[src/asq_pkg.sv]
// Register map, field layout, states and helpers of the sample sequencer control
package asq_pkg;
  localparam int          NSEQ        = 4;
  localparam int          RES_W       = 10;
  localparam int          ADR_W       = 12;
  localparam int          ACC_W       = 16;
  // Register byte offsets
  localparam logic [11:0] OFF_ENABLE  = 12'h000;
  localparam logic [11:0] OFF_RAW     = 12'h004;
  localparam logic [11:0] OFF_MASK    = 12'h008;
  localparam logic [11:0] OFF_ISC     = 12'h00c;
  localparam logic [11:0] OFF_OVF     = 12'h010;
  localparam logic [11:0] OFF_TRIG    = 12'h014;
  localparam logic [11:0] OFF_UDF     = 12'h018;
  localparam logic [11:0] OFF_PRI     = 12'h020;
  localparam logic [11:0] OFF_INIT    = 12'h028;
  localparam logic [11:0] OFF_AVG     = 12'h030;
  localparam logic [11:0] SEQ_BASE    = 12'h040;
  localparam logic [11:0] SEQ_END     = 12'h0c0;
  localparam logic [4:0]  SEQ_MUX     = 5'h00;
  localparam logic [4:0]  SEQ_CTL     = 5'h04;
  localparam logic [4:0]  SEQ_FIFO    = 5'h08;
  localparam logic [4:0]  SEQ_FSTAT   = 5'h0c;
  // Reset values
  localparam logic [15:0] PRI_RST     = 16'h3210;
  localparam logic [31:0] CTL3_RST    = 32'h0000_0002;
  // Step control nibble bits
  localparam int          CTL_DIFF    = 0;
  localparam int          CTL_END     = 1;
  localparam int          CTL_IE      = 2;
  localparam int          CTL_TS      = 3;
  // FIFO status fields
  localparam int          FST_TAIL    = 0;
  localparam int          FST_HEAD    = 4;
  localparam int          FST_EMPTY   = 8;
  localparam int          FST_FULL    = 12;
  // Trigger source codes and averaging limit
  localparam logic [3:0]  TRIG_PROC   = 4'h0;
  localparam logic [3:0]  TRIG_ALWAYS = 4'hf;
  localparam logic [2:0]  AVG_MAX_LOG = 3'h6;
  // Clock rates
  localparam logic [31:0] SYS_HZ      = 32'd25_000_000;
  localparam logic [31:0] CONV_HZ     = 32'd16_667_000;

  typedef enum logic [3:0] {
    ST_IDLE  = 4'b0001,
    ST_START = 4'b0010,
    ST_WAIT  = 4'b0100,
    ST_STORE = 4'b1000
  } asq_state_t;

  function automatic logic [3:0] seq_depth(input logic [1:0] s);
    case (s)
      2'h0:    seq_depth = 4'h8;
      2'h3:    seq_depth = 4'h1;
      default: seq_depth = 4'h4;
    endcase
  endfunction

  function automatic logic [31:0] byte_merge(input logic [31:0] old, input logic [31:0] nw, input logic [3:0] sel);
    byte_merge = old;
    for (int b = 0; b < 4; b++) begin
      if (sel[b]) begin
        byte_merge[b*8 +: 8] = nw[b*8 +: 8];
      end
    end
  endfunction
endpackage

[src/asq_core.sv]
// Sample sequencer control: four sequencers, result FIFOs, arbitration, averaging, Wishbone registers
`timescale 1ns/10ps
module asq_core #(
  parameter int          NEVT   = 4,
  parameter logic [31:0] CLK_HZ = asq_pkg::SYS_HZ,
  parameter logic [31:0] ADC_HZ = asq_pkg::CONV_HZ
) (
  // Clock and reset
  input  wire logic                      i_clk_sys,
  input  wire logic                      i_rst,
  // Wishbone slave
  input  wire logic                      i_wb_cyc,
  input  wire logic                      i_wb_stb,
  input  wire logic                      i_wb_we,
  input  wire logic [asq_pkg::ADR_W-1:0] i_wb_adr,
  input  wire logic [3:0]                i_wb_sel,
  input  wire logic [31:0]               i_wb_dat,
  output logic      [31:0]               o_wb_dat,
  output logic                           o_wb_ack,
  // Peripheral trigger events
  input  wire logic [NEVT-1:0]           i_evt_trig,
  // Converter core
  output logic                           o_conv_start,
  output logic      [2:0]                o_conv_pos,
  output logic      [2:0]                o_conv_neg,
  output logic                           o_conv_diff,
  output logic                           o_conv_temp,
  input  wire logic                      i_conv_done,
  input  wire logic [asq_pkg::RES_W-1:0] i_conv_data,
  // Per-sequencer interrupts
  output logic      [asq_pkg::NSEQ-1:0]  o_irq
);
  import asq_pkg::*;

  logic [NSEQ-1:0]  en_q, raw_q, mask_q, ovf_q, udf_q, pend_q;
  logic [15:0]      trig_q, pri_q;
  logic [2:0]       avg_q;
  logic [31:0]      mux_q [NSEQ];
  logic [31:0]      ctl_q [NSEQ];
  logic [RES_W-1:0] mem_q [NSEQ][8];
  logic [2:0]       wp_q  [NSEQ];
  logic [2:0]       rp_q  [NSEQ];
  logic [3:0]       cnt_q [NSEQ];
  asq_state_t       st_q;
  logic [1:0]       cur_q;
  logic [2:0]       step_q;
  logic [6:0]       nsmp_q;
  logic [ACC_W-1:0] acc_q;
  logic [31:0]      frac_q;
  logic             tick_q;
  logic [31:0]      rdat_d;

  // Bus decode; a request is taken once, ack follows one cycle later
  wire              take    = i_wb_cyc & i_wb_stb & ~o_wb_ack;
  wire              wr      = take & i_wb_we;
  wire              rd      = take & ~i_wb_we;
  wire              in_seq  = (i_wb_adr >= SEQ_BASE) && (i_wb_adr < SEQ_END);
  wire [11:0]       seq_rel = i_wb_adr - SEQ_BASE;
  wire [1:0]        sidx    = seq_rel[6:5];
  wire [4:0]        soff    = seq_rel[4:0];
  wire [31:0]       lane_m  = byte_merge(32'h0, 32'hffff_ffff, i_wb_sel);
  wire [31:0]       wbits   = i_wb_dat & lane_m;
  wire [NSEQ-1:0]   isc_clr = (wr && i_wb_adr == OFF_ISC) ? wbits[NSEQ-1:0] : '0;
  wire [NSEQ-1:0]   ovf_clr = (wr && i_wb_adr == OFF_OVF) ? wbits[NSEQ-1:0] : '0;
  wire [NSEQ-1:0]   udf_clr = (wr && i_wb_adr == OFF_UDF) ? wbits[NSEQ-1:0] : '0;
  wire [NSEQ-1:0]   init    = (wr && i_wb_adr == OFF_INIT) ? wbits[NSEQ-1:0] : '0;

  // Current step fields
  wire [3:0]        cur_mux = mux_q[cur_q][{step_q, 2'b00} +: 4];
  wire [3:0]        cur_ctl = ctl_q[cur_q][{step_q, 2'b00} +: 4];
  wire [2:0]        avg_log = (avg_q > AVG_MAX_LOG) ? AVG_MAX_LOG : avg_q;
  wire [6:0]        avg_cnt = 7'h1 << avg_log;
  wire [3:0]        cur_dep = seq_depth(cur_q);
  wire              last    = cur_ctl[CTL_END] || ({1'b0, step_q} == cur_dep - 4'h1);
  wire              step_ok = (st_q == ST_STORE) && tick_q && (nsmp_q >= avg_cnt);
  wire [RES_W-1:0]  avg_res = RES_W'(acc_q >> avg_log);

  // Trigger sources and priority pick
  logic [NSEQ-1:0]  trig;
  logic [NSEQ-1:0]  pop, push, full, empty;
  logic [1:0]       pick;
  logic             pick_v;
  logic [1:0]       best_pri;

  always_comb begin
    for (int s = 0; s < NSEQ; s++) begin
      if (trig_q[s*4 +: 4] == TRIG_PROC) begin
        trig[s] = init[s];
      end else if (trig_q[s*4 +: 4] == TRIG_ALWAYS) begin
        trig[s] = 1'b1;
      end else if (int'(trig_q[s*4 +: 4]) <= NEVT) begin
        trig[s] = i_evt_trig[int'(trig_q[s*4 +: 4]) - 1];
      end else begin
        trig[s] = 1'b0;
      end
    end
  end

  always_comb begin
    pick     = '0;
    pick_v   = 1'b0;
    best_pri = '0;
    for (int s = 0; s < NSEQ; s++) begin
      if (pend_q[s] && en_q[s] && (!pick_v || pri_q[s*4 +: 2] < best_pri)) begin
        pick     = 2'(s);
        pick_v   = 1'b1;
        best_pri = pri_q[s*4 +: 2];
      end
    end
  end

  wire              grant   = (st_q == ST_IDLE) && tick_q && pick_v;

  always_comb begin
    for (int s = 0; s < NSEQ; s++) begin
      full[s]  = cnt_q[s] == seq_depth(2'(s));
      empty[s] = cnt_q[s] == 4'h0;
      pop[s]   = rd && in_seq && sidx == 2'(s) && soff == SEQ_FIFO;
      push[s]  = step_ok && cur_q == 2'(s);
    end
  end

  // Fractional divider: converter pace enable near ADC_HZ
  wire [31:0]       frac_sum = frac_q + ADC_HZ;
  wire              frac_hit = frac_sum >= CLK_HZ;

  always_ff @(posedge i_clk_sys or posedge i_rst) begin
    if (i_rst) begin
      frac_q <= '0;
      tick_q <= 1'b0;
    end else begin
      frac_q <= frac_hit ? frac_sum - CLK_HZ : frac_sum;
      tick_q <= frac_hit;
    end
  end

  // Sequencing state machine
  always_ff @(posedge i_clk_sys or posedge i_rst) begin
    if (i_rst) begin
      st_q         <= ST_IDLE;
      cur_q        <= '0;
      step_q       <= '0;
      nsmp_q       <= '0;
      acc_q        <= '0;
      o_conv_start <= 1'b0;
      o_conv_pos   <= '0;
      o_conv_neg   <= '0;
      o_conv_diff  <= 1'b0;
      o_conv_temp  <= 1'b0;
    end else begin
      o_conv_start <= 1'b0;
      case (st_q)
        ST_IDLE: begin
          if (grant) begin
            cur_q  <= pick;
            step_q <= '0;
            nsmp_q <= '0;
            acc_q  <= '0;
            st_q   <= ST_START;
          end
        end
        ST_START: begin
          if (tick_q) begin
            o_conv_start <= 1'b1;
            o_conv_diff  <= cur_ctl[CTL_DIFF];
            o_conv_temp  <= cur_ctl[CTL_TS];
            o_conv_pos   <= cur_ctl[CTL_DIFF] ? {cur_mux[1:0], 1'b0} : cur_mux[2:0];
            o_conv_neg   <= cur_ctl[CTL_DIFF] ? {cur_mux[1:0], 1'b1} : 3'h0;
            st_q         <= ST_WAIT;
          end
        end
        ST_WAIT: begin
          if (i_conv_done) begin
            acc_q  <= acc_q + ACC_W'(i_conv_data);
            nsmp_q <= nsmp_q + 7'h1;
            st_q   <= ST_STORE;
          end
        end
        ST_STORE: begin
          if (tick_q) begin
            if (nsmp_q < avg_cnt) begin
              st_q <= ST_START;
            end else if (last || !en_q[cur_q]) begin
              st_q <= ST_IDLE;
            end else begin
              step_q <= step_q + 3'h1;
              nsmp_q <= '0;
              acc_q  <= '0;
              st_q   <= ST_START;
            end
          end
        end
        default: st_q <= ST_IDLE;
      endcase
    end
  end

  // Result FIFOs; a result into a full FIFO is dropped
  always_ff @(posedge i_clk_sys or posedge i_rst) begin
    if (i_rst) begin
      for (int s = 0; s < NSEQ; s++) begin
        wp_q[s]  <= '0;
        rp_q[s]  <= '0;
        cnt_q[s] <= '0;
      end
    end else begin
      for (int s = 0; s < NSEQ; s++) begin
        if (push[s] && !full[s]) begin
          mem_q[s][wp_q[s]] <= avg_res;
          wp_q[s]           <= ({1'b0, wp_q[s]} == seq_depth(2'(s)) - 4'h1) ? 3'h0 : wp_q[s] + 3'h1;
        end
        if (pop[s] && !empty[s]) begin
          rp_q[s] <= ({1'b0, rp_q[s]} == seq_depth(2'(s)) - 4'h1) ? 3'h0 : rp_q[s] + 3'h1;
        end
        cnt_q[s] <= cnt_q[s] + 4'((push[s] && !full[s]) ? 1 : 0) - 4'((pop[s] && !empty[s]) ? 1 : 0);
      end
    end
  end

  // Status flags: a set in the same cycle as a clear wins
  always_ff @(posedge i_clk_sys or posedge i_rst) begin
    if (i_rst) begin
      raw_q  <= '0;
      ovf_q  <= '0;
      udf_q  <= '0;
      pend_q <= '0;
      o_irq  <= '0;
    end else begin
      raw_q  <= (raw_q & ~isc_clr) | (push & {NSEQ{cur_ctl[CTL_IE]}});
      ovf_q  <= (ovf_q & ~ovf_clr) | (push & full);
      udf_q  <= (udf_q & ~udf_clr) | (pop & empty);
      pend_q <= ((pend_q & ~(grant ? (4'h1 << pick) : 4'h0)) | trig) & en_q;
      o_irq  <= raw_q & mask_q;
    end
  end

  // Software registers
  always_ff @(posedge i_clk_sys or posedge i_rst) begin
    if (i_rst) begin
      en_q   <= '0;
      mask_q <= '0;
      trig_q <= '0;
      pri_q  <= PRI_RST;
      avg_q  <= '0;
      for (int s = 0; s < NSEQ; s++) begin
        mux_q[s] <= '0;
        ctl_q[s] <= (s == NSEQ - 1) ? CTL3_RST : 32'h0;
      end
    end else if (wr) begin
      if (i_wb_adr == OFF_ENABLE) begin
        en_q <= (en_q & ~lane_m[NSEQ-1:0]) | wbits[NSEQ-1:0];
      end else if (i_wb_adr == OFF_MASK) begin
        mask_q <= (mask_q & ~lane_m[NSEQ-1:0]) | wbits[NSEQ-1:0];
      end else if (i_wb_adr == OFF_TRIG) begin
        trig_q <= (trig_q & ~lane_m[15:0]) | wbits[15:0];
      end else if (i_wb_adr == OFF_PRI) begin
        pri_q <= ((pri_q & ~lane_m[15:0]) | wbits[15:0]) & 16'h3333;
      end else if (i_wb_adr == OFF_AVG) begin
        avg_q <= (avg_q & ~lane_m[2:0]) | wbits[2:0];
      end else if (in_seq && soff == SEQ_MUX) begin
        mux_q[sidx] <= byte_merge(mux_q[sidx], i_wb_dat, i_wb_sel);
      end else if (in_seq && soff == SEQ_CTL) begin
        ctl_q[sidx] <= byte_merge(ctl_q[sidx], i_wb_dat, i_wb_sel);
      end
    end
  end

  // Read mux; unmapped and write-only addresses read zero
  always_comb begin
    rdat_d = 32'h0;
    if (i_wb_adr == OFF_ENABLE) begin
      rdat_d[NSEQ-1:0] = en_q;
    end else if (i_wb_adr == OFF_RAW) begin
      rdat_d[NSEQ-1:0] = raw_q;
    end else if (i_wb_adr == OFF_MASK) begin
      rdat_d[NSEQ-1:0] = mask_q;
    end else if (i_wb_adr == OFF_ISC) begin
      rdat_d[NSEQ-1:0] = raw_q & mask_q;
    end else if (i_wb_adr == OFF_OVF) begin
      rdat_d[NSEQ-1:0] = ovf_q;
    end else if (i_wb_adr == OFF_TRIG) begin
      rdat_d[15:0] = trig_q;
    end else if (i_wb_adr == OFF_UDF) begin
      rdat_d[NSEQ-1:0] = udf_q;
    end else if (i_wb_adr == OFF_PRI) begin
      rdat_d[15:0] = pri_q;
    end else if (i_wb_adr == OFF_AVG) begin
      rdat_d[2:0] = avg_q;
    end else if (in_seq && soff == SEQ_MUX) begin
      rdat_d = mux_q[sidx];
    end else if (in_seq && soff == SEQ_CTL) begin
      rdat_d = ctl_q[sidx];
    end else if (in_seq && soff == SEQ_FIFO && !empty[sidx]) begin
      rdat_d[RES_W-1:0] = mem_q[sidx][rp_q[sidx]];
    end else if (in_seq && soff == SEQ_FSTAT) begin
      rdat_d[FST_TAIL +: 3] = rp_q[sidx];
      rdat_d[FST_HEAD +: 3] = wp_q[sidx];
      rdat_d[FST_EMPTY]     = empty[sidx];
      rdat_d[FST_FULL]      = full[sidx];
    end
  end

  always_ff @(posedge i_clk_sys or posedge i_rst) begin
    if (i_rst) begin
      o_wb_ack <= 1'b0;
      o_wb_dat <= '0;
    end else begin
      o_wb_ack <= take;
      if (rd) begin
        o_wb_dat <= rdat_d;
      end
    end
  end
endmodule

[config.mk]
export PLATFORM = sky130hd
export DESIGN_NAME = asq_core
export DESIGN_NICKNAME = d
export VERILOG_FILES = /design/src/asq_pkg.sv /design/src/asq_core.sv
export SDC_FILE = /design/constraint.sdc
export NUM_CORES = 2
export LEC_CHECK = 0
export BUFFER_PORTS_ARGS = -buffer_cell sky130_fd_sc_hd__buf_2
export CAP_MARGIN = 20
export CORE_UTILIZATION = 60
export CTS_BUF_LIST = sky130_fd_sc_hd__clkbuf_8
export CTS_CLUSTER_DIAMETER = 30
export DETAILED_ROUTE_END_ITERATION = 6
export PLACE_DENSITY = 0.77
export SLEW_MARGIN = 20
export SYNTH_ARGS = -nofsm -noshare
export SYNTH_HDL_FRONTEND = slang
export SYNTH_SLANG_ARGS = --single-unit
[constraint.sdc]
create_clock -name i_clk_sys -period 19.6 [get_ports i_clk_sys]
set_clock_uncertainty 0.1 [all_clocks]
set_input_delay 2.94 -clock i_clk_sys [delete_from_list [all_inputs] [get_ports i_clk_sys]]
set_output_delay 2.94 -clock i_clk_sys [all_outputs]
set_load 0.02 [all_outputs]
After elaboration in Yosys (flattened, before gate mapping)
Memory sizes are Yosys's and may differ from the RTL's.
Index checks and enable logic that the tools add are counted.

storage, ports and cells
  memories kept = 1
  bits of input ports = 68
  output and inout bits = 46
  register bits = 458
  memory bits (writable) = 320
  logic and storage cells = 581

cells by class
  eq/ne operators = 45
  reductions and logical operators = 99
  multiplexer cells = 271
  bitwise gates (word level) = 50
  shift-type cells = 5
  $add $sub $neg = 35
  magnitude comparators = 31

memories
  memory  depth  bits a word  rd ports  clocked after Yosys merged registers in  wr ports  RTL line        RTL
  mem_q   4      80           1         0                                        1         asq_core.sv:40  logic [RES_W-1:0] mem_q [NSEQ][8];

operators by type and width
  cell                      count
  $mux W80                  10
  $mux W32                  20
  $mux W8                   70
  $mux W29                  9
  $bmux W32 S2              4
  $bwmux W128               2
  $reduce_or A80 Y1         3
  $mux W28                  6
  $mux W16                  9
  $demux W10 S3             4
  $mux W4                   23
  $mux W3                   24
  $mux W10                  7
  $demux W32 S2             1
  $logic_and A1 B1 Y1       51
  $mux W1                   50
  $pmux W16 S3              1
  $and A4 B4 Y4             11
  $eq A12 B5 Y1 const B     3
  $eq A12 B6 Y1 const B     3
  $eq A3 B4 Y1              9
  $sub A4 B1 Y4 const B     9
  $mux W7                   5
  $add A32 B24 Y32 const B  1
  other kinds (76)          201

Longest topological paths before layout
  word-level depth = 38
  mapped depth = 21
  gate-level depth less buffers = 19

Least setup slack after synthesis
OpenSTA, ideal clock, no wires.

  path type = input port to flip-flop
  start = in i_rst
  end = mem mem_q[2][60] (netlist name) (enable)
  buffers on the path = 0
  arrival = 14.786 ns
  slack = 4.320 ns
  cell stages on the path = 3
  setup time = 0.394 ns
  cells stage by stage = inv_1 -> nand3_1 -> nor3_1

on the way
  longest elaborated chain between the ends = 7
  elaborated cells between the ends (all ways) = 18
  classes of those cells = mux (10); reduce/logical (8)

RTL lines
  item                                                                RTL line         RTL
  start, declared                                                     asq_core.sv:10   input wire logic i_rst,
  $logic_not A1 Y1 (no line) *                                        -
  $logic_and A1 B1 Y1 (not written as such)                           asq_core.sv:209  mem_q[s][wp_q[s]] <= avg_res;
  $mux W80 (not written as such)                                      asq_core.sv:209
  $reduce_or A80 Y1 (no line)                                         -
  $mux W2 (no line) / $mux W80 (equally long branches) (3 in series)  -
  end, declared                                                       asq_core.sv:40

Every way passes the cells marked *; elsewhere a longest branch is shown, timed or not.

Worst setup path after layout
  start = in i_wb_adr[5] (netlist name)
  end = reg o_wb_dat[3]

on the way
  longest elaborated chain between the ends = 38
  elaborated cells between the ends (all ways) = 64
  classes of those cells = add/sub (1); order compare (2); eq/ne (8); mux (43); bitwise (2); reduce/logical (7); memory (1)

RTL lines
  item                                          RTL line                                           RTL
  start, declared                               asq_core.sv:15                                     input wire logic [asq_pkg::ADR_W-1:0] i_wb_adr,
  $sub A7 B7 Y7                                 asq_core.sv:58                                     wire [11:0] seq_rel = i_wb_adr - SEQ_BASE;
  $not A2 Y3 (not written as such)              asq_core.sv:290, asq_core.sv:292, asq_core.sv:294
  $bmux W3 S2                                   asq_core.sv:294                                    rdat_d[RES_W-1:0] = mem_q[sidx][rp_q[sidx]];
  $mux W3 (not written as such) (2 in series)   asq_core.sv:294
  $not A3 Y4 (not written as such)              asq_core.sv:294
  $bmux W10 S3                                  asq_core.sv:294
  $mux W10 (not written as such) (2 in series)  asq_core.sv:294
  $mux W1                                       asq_core.sv:293                                    end else if (in_seq && soff == SEQ_FIFO && !empty[sidx]) begin
  [20 not listed]                               -
  $mux W16                                      asq_core.sv:285                                    end else if (i_wb_adr == OFF_PRI) begin
  $mux W4                                       asq_core.sv:283                                    end else if (i_wb_adr == OFF_UDF) begin
  $mux W16                                      asq_core.sv:281                                    end else if (i_wb_adr == OFF_TRIG) begin
  $mux W4                                       asq_core.sv:279                                    end else if (i_wb_adr == OFF_OVF) begin
  $mux W4                                       asq_core.sv:277                                    end else if (i_wb_adr == OFF_ISC) begin
  $mux W4                                       asq_core.sv:275                                    end else if (i_wb_adr == OFF_MASK) begin
  $mux W4                                       asq_core.sv:273                                    end else if (i_wb_adr == OFF_RAW) begin
  $mux W4 *                                     asq_core.sv:271                                    if (i_wb_adr == OFF_ENABLE) begin
  end signal, assigned                          asq_core.sv:310                                    o_wb_dat <= rdat_d;
  end, declared                                 asq_core.sv:18                                     output logic [31:0] o_wb_dat,

Every way passes the cells marked *; elsewhere a longest branch is shown, timed or not. The select of a mux whose other input is x is not followed.
A chain may end at the register's enable or synchronous reset.

==> impl_metrics.py <==
metrics = {
    "outcome": {
        "status": "finished with violations",
        "violations": "DRC",
    },
    "sta": {
        "fmax_mhz": 167,
        "worst_pin_slew_ns": 1.12,
        "holdWs_ns": 0.358,
        "setup-tns-final_ns": 0,
        "timing.final.crit_period_ns": 5.97,
        "period_share_pct": 30.5,
        "final_hold_viol_count": 0,
        "relSlewSlack_pct": 24.7,
        "setup_viol": 0,
        "grt_setup_unrepaired": "false",
        "timing.final.max_slew_violations": 0,
    },
    "place": {
        "gp_congestion": 0.947,
        "dpl.hpwl_mm": 65.7,
        "io_buffers": 113,
    },
    "die": {
        "coreArea_mm2": 0.0630,
        "rows": 92,
        "die-area_mm2": 0.0646,
        "die_w_um": 254,
        "initial_utilization_pct": 60.6,
        "die_h_um": 254,
        "ios": 114,
    },
    "global_route": {
        "gr-max-usage-layer": "met2",
        "grt_antenna_before_repair": 2,
        "grt_pass1_vias": 27100,
        "grt_pass1_wl_mm": 157,
        "met3_usage_pct": 7.24,
        "track_usage_pct": 32.5,
        "grt_max_degree": 168,
        "use_met1_pct": 43.1,
        "gr-total-overflow": 0,
        "grtUsageMet2_pct": 51.7,
    },
    "synthesis": {
        "synthFlopType": "dfrtp_1",
        "async_flop_share_pct": 58.7,
        "synth_top_cell_by_area": "dfrtp_1",
        "ys_seq_area_share_pct": 55.0,
        "synth_area_leaders": "dfrtp_1, edfxtp_1, mux4_2",
        "synth_cells": 3054,
        "syn_avg_cell_area_um2": 12.5,
        "synth.distinct_cells": 88,
        "synth_nets": 3195,
        "synth_top_area_share_pct": 29.4,
        "synthesis.area_mm2": 0.0382,
        "synth_warnings": 0,
        "synth-edff-count": 320,
        "yosys_register_bits": 774,
    },
    "clock_tree": {
        "hold_buffers": 0,
        "clkSinkCount": 774,
        "cts_tree": "built",
        "clockRootBuffer": "clkbuf_8",
        "post_cts_buffers": 0,
        "clock_latency_ns": 0.83,
        "numCtsBuffers": 151,
        "ctsResizeCount": 0,
        "clk_pin_slew_ns": 0.06,
        "clock_path_buffers": 3,
        "ctsHtreeMaxLevel": 4,
    },
    "worst_setup_path": {
        "crit_type": "in2reg",
        "worst-path-max-fanout": 65,
        "worst_setup_path_end_kind": "flop",
        "crit_required_ns": 20.16,
        "cp-start-kind": "primary input",
        "arrival_ns": 6.54,
    },
    "hold_path": {
        "hold_class": "reg2reg",
    },
    "detailed_routing": {
        "vias": 27100,
        "drt_pass1_iterations": 7,
        "via_per_inst": 6.51,
        "wl_mm": 102,
        "first_iter_violations": 3303,
        "ant_nets": 0,
        "drcViolationCount": 9,
        "detail_route.wl_per_cell_um": 24.6,
    },
    "layout": {
        "n_fill_cell": 4419,
        "mostFrequentLayoutCell": "dfrtp_1",
        "layout.cells.most_common_list": "dfrtp_1, nand2_1, o21ai_0",
        "nets": 3321,
        "drive_gt1_share_pct": 21.7,
        "synthToLayoutAreaGrowth_pct": 12.0,
    },
    "power_and_ir_drop": {
        "power_density_mw_per_mm2": 90.3,
        "seqPwrFrac_pct": 46.2,
        "power_frac_comb_pct": 9.7,
        "switching_share_pct": 26.1,
        "p_int_w": 0.00285,
        "power.switching_w": 0.00101,
        "pwr-share-clk_pct": 44.0,
        "ir_worst_vdd_uv": 79.9,
        "power_leakage_nw": 17.4,
    },
    "job": {
        "maxCapViolations": 0,
    },
}
-- synthesized netlist by cell type, drive strengths merged (13+ instances only) --
library cell  number
a21o              18
a22oi             30
o21ai            358
clkbuf           117
xor2              31
nand3             33
mux2              50
dfrtp            448
nand2            412
xnor2             39
buf               71
a21oi            109
nand2b            18
nand4             13
ha                68
edfxtp           320
nor2b             33
inv               87
nor2             145
mux4             228
a211oi            38
mux2i            114
nor3              49
-- path summary, 6_finish.rpt --
check	endpoint	cells after the start	slack [ns]	startpoint
min in group asynchronous	wp_q[7]	2	2.32	i_rst
worst max register to register	mem_q[0][14]	12	13.98	flop
max in group asynchronous	mux_q[4]	3	15.58	i_rst
worst min-delay path	o_conv_neg[1]	2	0.36	o_conv_neg[1]
worst max-delay path	o_wb_dat[3]	12	13.63	i_wb_adr[5]
worst min register to register	o_conv_neg[1]	2	0.36	o_conv_neg[1]
-- sequential cells by signal (all words and copies together), names as in the netlist, 2 cells and up, named ones only --
register and count:
mem_q 320, o_conv_pos 3, o_irq 4, cnt_q 16, acc_q 16, st_q 4, udf_q 4, cur_q 2
wp_q 12, pend_q 4, ovf_q 4, o_conv_neg 3, frac_q 29, ctl_q 128, rp_q 12, nsmp_q 7
step_q 3, mux_q 128, raw_q 4, o_wb_dat 32
-- cell type report --
type | count | area (µm²) | share of cell area (%)
antenna | 2 | 5.00 | 0.0117
clock inverter | 114 | 956 | 2.24
timing repair buffer | 161 | 962 | 2.25
clock buffer | 165 | 2270 | 5.31
multi-input combinational | 2004 | 16200 | 37.9
inverter | 88 | 338 | 0.790
sequential | 774 | 21000 | 49.1
tap | 846 | 1060 | 2.48
-- stage by stage --
step | setup slack [ns] | power, W | instance area [µm²] | cells | util (%)
floorplan | 3.86 | 0.00206 | 38200 | 3054 | -
global placement | 12.91 | 0.00217 | 39500 | 3873 | 62.7
detailed placement | 12.83 | 0.00219 | 39500 | 3873 | 62.7
CTS | 13.70 | 0.00388 | 42700 | 4152 | 67.9
global route | 13.35 | 0.00398 | 42800 | 4153 | 67.9
finish | 13.63 | 0.00386 | 42800 | 4154 | 67.9
-- power by group through the flow --
stage	combinational [W]	clock (W)	sequential (W)
4_1_cts	0.000373	0.00172	0.00178
3_3_place_gp	0.000357	0	0.00181
6_report	0.000375	0.00170	0.00178
2_1_floorplan	0.000262	0	0.00180
3_5_place_dp	0.000372	0	0.00181
5_1_grt	0.000405	0.00179	0.00179
-- per-layer routing --
layer	up-vias	routed length, µm
met2	1420	48900
met3	284	9320
met5	-	0
met4	0	4200
met1	13600	39600
li1	11700	-
-- worst max-delay path, cell delays in order --
cell,delay [ns]
buf_8,0.48
buf_4,0.65
mux4_2,0.57
nor2b_1,0.14
a211oi_1,0.36
a211oi_1,0.09
a21oi_1,0.35
nor2_1,0.07
a2111oi_0,0.45
o31ai_1,0.11
o21ai_0,0.09
o21ai_0,0.09
-- kinds of logic (layout without fill, tap and decap cells) --
group                    Yosys count  after routing  share of synthesized area, %
AND/OR/NAND/NOR                  790            790                          9.33
flip-flops                       774            774                          55.0
AO/OA/AOI/OAI                    679            679                          10.8
multiplexers                     392            392                          17.9
buffers and inverters            276            528                          2.89
adder cells (fa/ha/maj)           73             73                          2.49
XOR/XNOR                          70             70                          1.63
other                              0              2                             0
Power figures use the tool's default switching activity.
